===== src/common/pfr_pkg.sv =====
package pfr_pkg;

    // I/O port map
    localparam logic [7:0]  PFR_PORT_ADDR       = 8'hd4;
    localparam int          PFR_SENSE_BIT       = 0;
    localparam logic [7:0]  PFR_RDATA_RESET     = 8'h00;

    // Protect delay: time as printed, cycles derived from the clock rate
    localparam int          PFR_CLK_MHZ         = 100;
    localparam int          PFR_PROTECT_DELAY_US = 5000;
    localparam int          PFR_PROTECT_DELAY_CYC = PFR_PROTECT_DELAY_US * PFR_CLK_MHZ;
    localparam int          PFR_TIMER_W         = 20;

    // Pin synchroniser lanes
    localparam int          PFR_SYNC_LANES      = 3;
    localparam int          PFR_LANE_AC_LOW     = 0;
    localparam int          PFR_LANE_COLD_SW    = 1;
    localparam int          PFR_LANE_CLEAR      = 2;

    // Sequencer states
    typedef enum logic [1:0] {
        SEQ_IDLE    = 2'b00,
        SEQ_WAIT    = 2'b01,
        SEQ_PROTECT = 2'b10
    } pfr_seq_state_type;

    // One I/O bus cycle from the processor
    typedef struct packed {
        logic       rd;
        logic       wr;
        logic [7:0] addr;
        logic [7:0] wdata;
    } pfr_io_req_type;

    // Read answer toward the processor
    typedef struct packed {
        logic       valid;
        logic [7:0] data;
    } pfr_io_rsp_type;

endpackage


===== src/hw/pfr_delay_timer.sv =====
`timescale 1ns/1ns
module pfr_delay_timer
    import pfr_pkg::*;
#(
    parameter logic [PFR_TIMER_W-1:0] DELAY_CYCLES = PFR_TIMER_W'(PFR_PROTECT_DELAY_CYC)
) (
    input  wire logic core_clk,
    input  wire logic por,
    input  wire logic start,
    input  wire logic clear,
    output logic      expired
);

    logic [PFR_TIMER_W-1:0] count_q;
    logic [PFR_TIMER_W-1:0] count_d;
    logic                   run_q;
    logic                   run_d;
    logic                   expired_q;
    logic                   expired_d;

    // Count from the event; clear aborts, a fresh start wins over it
    always_comb begin
        count_d   = count_q;
        run_d     = run_q;
        expired_d = 1'b0;
        if (start) begin
            count_d = PFR_TIMER_W'(1);
            run_d   = 1'b1;
        end else if (clear) begin
            count_d = '0;
            run_d   = 1'b0;
        end else if (run_q) begin
            if (count_q >= DELAY_CYCLES) begin
                run_d     = 1'b0;
                expired_d = 1'b1;
            end else begin
                count_d = count_q + PFR_TIMER_W'(1);
            end
        end
    end

    // Only the battery power-on reset touches this; system reset does not
    always_ff @(posedge core_clk) begin
        if (por) begin
            count_q   <= '0;
            run_q     <= 1'b0;
            expired_q <= 1'b0;
        end else begin
            count_q   <= count_d;
            run_q     <= run_d;
            expired_q <= expired_d;
        end
    end

    assign expired = expired_q;

endmodule


===== src/hw/pfr_sequencer.sv =====
`timescale 1ns/1ns
module pfr_sequencer
    import pfr_pkg::*;
#(
    parameter logic [PFR_TIMER_W-1:0] PROTECT_DELAY_CYCLES = PFR_TIMER_W'(PFR_PROTECT_DELAY_CYC)
) (
    input  wire logic           core_clk,
    input  wire logic           rst,
    input  wire logic           battery_por,
    input  wire logic           ac_low_indicator,
    input  wire logic           cold_start_switch,
    input  wire logic           sense_clear,
    input  wire pfr_io_req_type io_req,
    output pfr_io_rsp_type      io_rsp,
    input  wire logic           ram_select_req,
    output logic                ram_select,
    output logic                interrupt_input_zero,
    output logic                power_fail_sense,
    output logic                memory_protect
);

    ////////////////////////////////////////////////////////////////////////
    // Pin synchronisers

    logic [PFR_SYNC_LANES-1:0] pin_raw;
    logic [PFR_SYNC_LANES-1:0] sync1_q;
    logic [PFR_SYNC_LANES-1:0] sync2_q;
    logic                      ac_low_last_q;

    assign pin_raw[PFR_LANE_AC_LOW]  = ac_low_indicator;
    assign pin_raw[PFR_LANE_COLD_SW] = cold_start_switch;
    assign pin_raw[PFR_LANE_CLEAR]   = sense_clear;

    // Two flops per pin; first stage feeds only the second
    genvar g;
    generate
        for (g = 0; g < PFR_SYNC_LANES; g++) begin : g_sync
            always_ff @(posedge core_clk) begin
                if (battery_por) begin
                    sync1_q[g] <= 1'b0;
                    sync2_q[g] <= 1'b0;
                end else begin
                    sync1_q[g] <= pin_raw[g];
                    sync2_q[g] <= sync1_q[g];
                end
            end
        end
    endgenerate

    // Edge history for the low-line indicator
    always_ff @(posedge core_clk) begin
        if (battery_por) begin
            ac_low_last_q <= 1'b0;
        end else begin
            ac_low_last_q <= sync2_q[PFR_LANE_AC_LOW];
        end
    end

    logic ac_low_s;
    logic cold_sw_s;
    logic clear_s;
    logic fail_event;

    assign ac_low_s   = sync2_q[PFR_LANE_AC_LOW];
    assign cold_sw_s  = sync2_q[PFR_LANE_COLD_SW];
    assign clear_s    = sync2_q[PFR_LANE_CLEAR];
    assign fail_event = ac_low_s & ~ac_low_last_q;

    ////////////////////////////////////////////////////////////////////////
    // Port decode

    logic port_hit;
    logic port_wr;
    logic port_rd;

    assign port_hit = (io_req.addr == PFR_PORT_ADDR);
    assign port_wr  = io_req.wr & port_hit;
    assign port_rd  = io_req.rd & port_hit;

    ////////////////////////////////////////////////////////////////////////
    // Protect delay timer

    logic delay_expired;

    pfr_delay_timer #(
        .DELAY_CYCLES (PROTECT_DELAY_CYCLES)
    ) u_delay (
        .core_clk (core_clk),
        .por      (battery_por),
        .start    (fail_event),
        .clear    (clear_s),
        .expired  (delay_expired)
    );

    ////////////////////////////////////////////////////////////////////////
    // Latches and protect sequence

    logic              irq_latch_q;
    logic              irq_latch_d;
    logic              sense_q;
    logic              sense_d;
    pfr_seq_state_type state_q;
    pfr_seq_state_type state_d;

    // Set beats clear for both latches
    always_comb begin
        irq_latch_d = irq_latch_q;
        sense_d     = sense_q;
        if (fail_event) begin
            irq_latch_d = 1'b1;
        end else if (clear_s || port_wr) begin
            irq_latch_d = 1'b0;
        end
        if (fail_event || cold_sw_s) begin
            sense_d = 1'b1;
        end else if (clear_s) begin
            sense_d = 1'b0;
        end
    end

    // Idle, wait out the delay, then protect until sense-clear
    always_comb begin
        state_d = state_q;
        unique case (state_q)
            SEQ_IDLE: begin
                if (fail_event) begin
                    state_d = SEQ_WAIT;
                end
            end
            SEQ_WAIT: begin
                if (fail_event) begin
                    state_d = SEQ_WAIT;
                end else if (clear_s) begin
                    state_d = SEQ_IDLE;
                end else if (delay_expired) begin
                    state_d = SEQ_PROTECT;
                end
            end
            SEQ_PROTECT: begin
                if (fail_event) begin
                    state_d = SEQ_PROTECT;
                end else if (clear_s) begin
                    state_d = SEQ_IDLE;
                end
            end
            default: begin
                state_d = SEQ_IDLE;
            end
        endcase
    end

    // Battery domain state: system reset deliberately absent
    always_ff @(posedge core_clk) begin
        if (battery_por) begin
            irq_latch_q <= 1'b0;
            sense_q     <= 1'b0;
            state_q     <= SEQ_IDLE;
        end else begin
            irq_latch_q <= irq_latch_d;
            sense_q     <= sense_d;
            state_q     <= state_d;
        end
    end

    ////////////////////////////////////////////////////////////////////////
    // Read path

    pfr_io_rsp_type rsp_q;
    pfr_io_rsp_type rsp_d;

    // Sense on the low data line; unmapped reads give no answer
    always_comb begin
        rsp_d.valid = port_rd;
        rsp_d.data  = PFR_RDATA_RESET;
        if (port_rd) begin
            rsp_d.data[PFR_SENSE_BIT] = sense_q;
        end
    end

    // Bus-facing flops follow system reset
    always_ff @(posedge core_clk) begin
        if (rst || battery_por) begin
            rsp_q <= '0;
        end else begin
            rsp_q <= rsp_d;
        end
    end

    ////////////////////////////////////////////////////////////////////////
    // Outputs

    assign io_rsp               = rsp_q;
    assign interrupt_input_zero = irq_latch_q;
    assign power_fail_sense     = sense_q;
    assign memory_protect       = (state_q == SEQ_PROTECT);
    assign ram_select           = ram_select_req & ~memory_protect;

endmodule


===== config.mk =====
export PLATFORM = sky130hd
export DESIGN_NAME = pfr_sequencer
export DESIGN_NICKNAME = d
export VERILOG_FILES = /design/src/common/pfr_pkg.sv /design/src/hw/pfr_delay_timer.sv /design/src/hw/pfr_sequencer.sv
export SDC_FILE = /design/constraint.sdc
export NUM_CORES = 1
export LEC_CHECK = 0
export BUFFER_PORTS_ARGS = -buffer_cell sky130_fd_sc_hd__buf_2
export CAP_MARGIN = 10
export CORE_UTILIZATION = 40
export DETAILED_ROUTE_END_ITERATION = 10
export GPL_TIMING_DRIVEN = 0
export PLACE_DENSITY = 0.65
export REMOVE_ABC_BUFFERS = 1
export SYNTH_ARGS = -nofsm -noshare
export SYNTH_HDL_FRONTEND = slang
export SYNTH_HIERARCHICAL = 1
export SYNTH_SLANG_ARGS = --single-unit

===== constraint.sdc =====
create_clock -name core_clk -period 5.5 [get_ports core_clk]
set_input_delay 0.55 -clock core_clk [delete_from_list [all_inputs] [get_ports core_clk]]
set_output_delay 0.55 -clock core_clk [all_outputs]
set_load 0.01 [all_outputs]

==> impl_metrics.ini <==
[timing]
slew_headroom = 0.490
slew_viol_final = 0
hold_viol = 0
setup_violations = 0
fin_crit_sh = 0.363
finClkSkew_ns = 0.00783
min_period_ns = 2.00
finalSetupTns_ns = 0
max_slew.worst_pin.slew_ns = 0.759
rsz0062_at_grt = no
fmax_mhz = 501

[grt]
antenna_found_initial = 0
grt.total_usage = 0.149
grt_pass1_vias = 1093
overflow = 0
grt_max_degree = 20
grt_pass1_wl_um = 4890

[synthesis]
syn_inst = 182
yosys_warnings = 6
synth_edf_count = 0
synth_most_common_cell = dfxtp_1
synth_top_area_frac = 0.429
synthTopCellsByArea = dfxtp_1, nor2_1, nor2b_1
yosysSeqAreaShare = 0.429
ys_ff_latch = 35
yosys-top-cells-count = dfxtp_1, nor2_1, a21oi_1
yosysTopAreaCell = dfxtp_1
ys_types = 48
synthFlopType = dfxtp_1
async_reset_ff_frac = 0
synthesis.area_um2 = 1630
syn_avg_cell_area_um2 = 8.98

[pwr]
p_leak_nw = 0.744
irDropWorstVdd_uv = 198
power_density_nw_per_um2 = 263

[clock_network]
cts-buffers-inserted = 5
h-tree-depth = 2
cts_hold_buf = 0
cts_root_buf = clkbuf_8
cts_setup_buffers = 0
cts.sinks = 35
clk_pin_slew_ns = 0.08
clock_latency_ns = 0.29
cts_tree = done
cts_resized = 0
clk_path_buf_depth = 2

[layout]
areaGrowthSynthToFinish_pct = 13.1
final_net_count = 234
n_fill_cell = 373
antenna_cells = 0
utilization = 0.486
final_layout_size_suffix_gt1_frac = 0.216

[critical_path]
path_cells = ha_1 > nand3_1 > nor3_1 > nor2_2 > o31a_1 > o21a_1
r2r_slack_ns = 3.50
end_kind = flip-flop
cp.required_ns = 5.68
cp_slowest_cell = nor3_1
startpoint_type = flip-flop
path_max_fanout = 6
path_delay_family = simple AND/OR/NAND/NOR gates
crit_buf_inv = 0
arrival_ns = 2.18
cp_slowest_stage_delay_ns = 0.60
criticalPathCategory = flip-flop to flip-flop

[place]
placement.io_buffers = 22
routabilityCongestion = 0.763
hpwl_um = 2030

[route]
drc = 0
wl_per_cell_um = 11.4
first_pass_iters = 4
via_per_inst = 4.97
ant_nets = 0
via_count = 1272
dr.first_iter.drc_count = 62
wirelength_um = 2920

[floorplanning]
dieHeight_um = 65.9
row_count = 22
core_um2 = 3800
io_pins = 38
dieArea_um2 = 4340
fp.dieW_um = 65.9
start_util = 0.430

[run]
drv_cap = 0

[status]
outcome = finished, final reports clean

[worst_hold_path]
holdCritPathClass = flip-flop to flip-flop
[worst register-to-register path, stage by stage (launching register included)]
cell and delay (ns):
dfxtp_1 0.40, ha_1 0.19, nand3_1 0.09, nor3_1 0.60, nor2_2 0.13, o31a_1 0.31
o21a_1 0.18
[area by class of cell]
class                   instances  area, um^2  share of cell area
clock buffers                   5        68.8              0.0372
clock inverters                 3        23.8              0.0129
inverters                      10        37.5              0.0203
multi-input cells             133         847               0.458
flip-flops and latches         35         701               0.379
well taps                      48        60.1              0.0325
repair buffers                 22         110              0.0596
[worst paths after layout]
path                                   start                               end  depth (start not counted)
min reg2reg            sync1_q[0]$_SDFF_PP0_               ac_low_s$_SDFF_PP0_                          1
max reg2reg  u_delay/count_q[0]$_SDFFE_PP0P_  u_delay/count_q[14]$_SDFFE_PP0P_                          6
max          u_delay/count_q[0]$_SDFFE_PP0P_  u_delay/count_q[14]$_SDFFE_PP0P_                          6
min                    sync1_q[0]$_SDFF_PP0_               ac_low_s$_SDFF_PP0_                          1
[flip-flops by register name, indices dropped and copies added, names as in the netlist]
register / cells
u_delay/count_q: 20
sync1_q: 3
clear_s: 1
interrupt_input_zero: 1
io_rsp: 2
cold_sw_s: 1
state_q: 2
u_delay/run_q: 1
ac_low_last_q: 1
u_delay/expired: 1
ac_low_s: 1
power_fail_sense: 1
[cells in the final DEF, fill, tap and decap left out, drive strengths merged, types with 3 or more instances in the layout]
master,Yosys,final
xor2,4,4
nand3,4,4
and4,4,4
buf,8,22
a21oi,13,13
conb,1,7
inv,10,11
xnor2,5,5
nor4,4,4
nand2,10,10
and3,3,3
nor3,5,5
nor2,22,22
o21ai,6,6
or3,5,5
a31oi,3,3
clkbuf,2,5
dfxtp,35,35
nor2b,10,10
[stage by stage]
| step | instances | power [mW] | instance area (um^2) | hold slack [ns] | worst slack, ns |
|---|---|---|---|---|---|
| final | 256 | 0.487 | 1850 | 0.440 | 3.50 |
| after global routing | 256 | 0.514 | 1850 | 0.442 | 3.30 |
| after CTS | 256 | 0.495 | 1850 | 0.443 | 3.52 |
| after detailed placement | 248 | 0.303 | 1760 | 0.426 | 3.54 |
| after global placement | 248 | 0.303 | 1760 | 0.416 | 3.55 |
| after floorplan | 178 | 0.290 | 1590 | 0.413 | 3.76 |
[report_power, final]
group,switching (mW),internal (mW),total [mW]
Clock,0.0992,0.0905,0.190
Combinational,0.0194,0.0137,0.0331
Sequential,0.00472,0.260,0.264
Total,0.123,0.364,0.487
[layer usage]
metal	global-route usage	vias up	wire length, um
met2	0.207	11	1240
met4	0.0761	0	42
li1	-	674	-
met3	0.0362	5	60
met5	0	-	0
met1	0.210	582	1580
[cell families (layout without fill, tap and decap cells)]
logic type / Yosys count / count (layout) / synth area share
buf+inv: 20 / 40 / 0.0666
flops: 35 / 35 / 0.429
xor+xnor: 9 / 9 / 0.0482
mux: 1 / 1 / 0.00613
compound gates: 40 / 40 / 0.174
fa+ha+maj: 2 / 2 / 0.0153
simple gates: 74 / 74 / 0.259
other cells: 1 / 7 / 0.00229
Note: power is estimated with default switching activity, not from simulation.
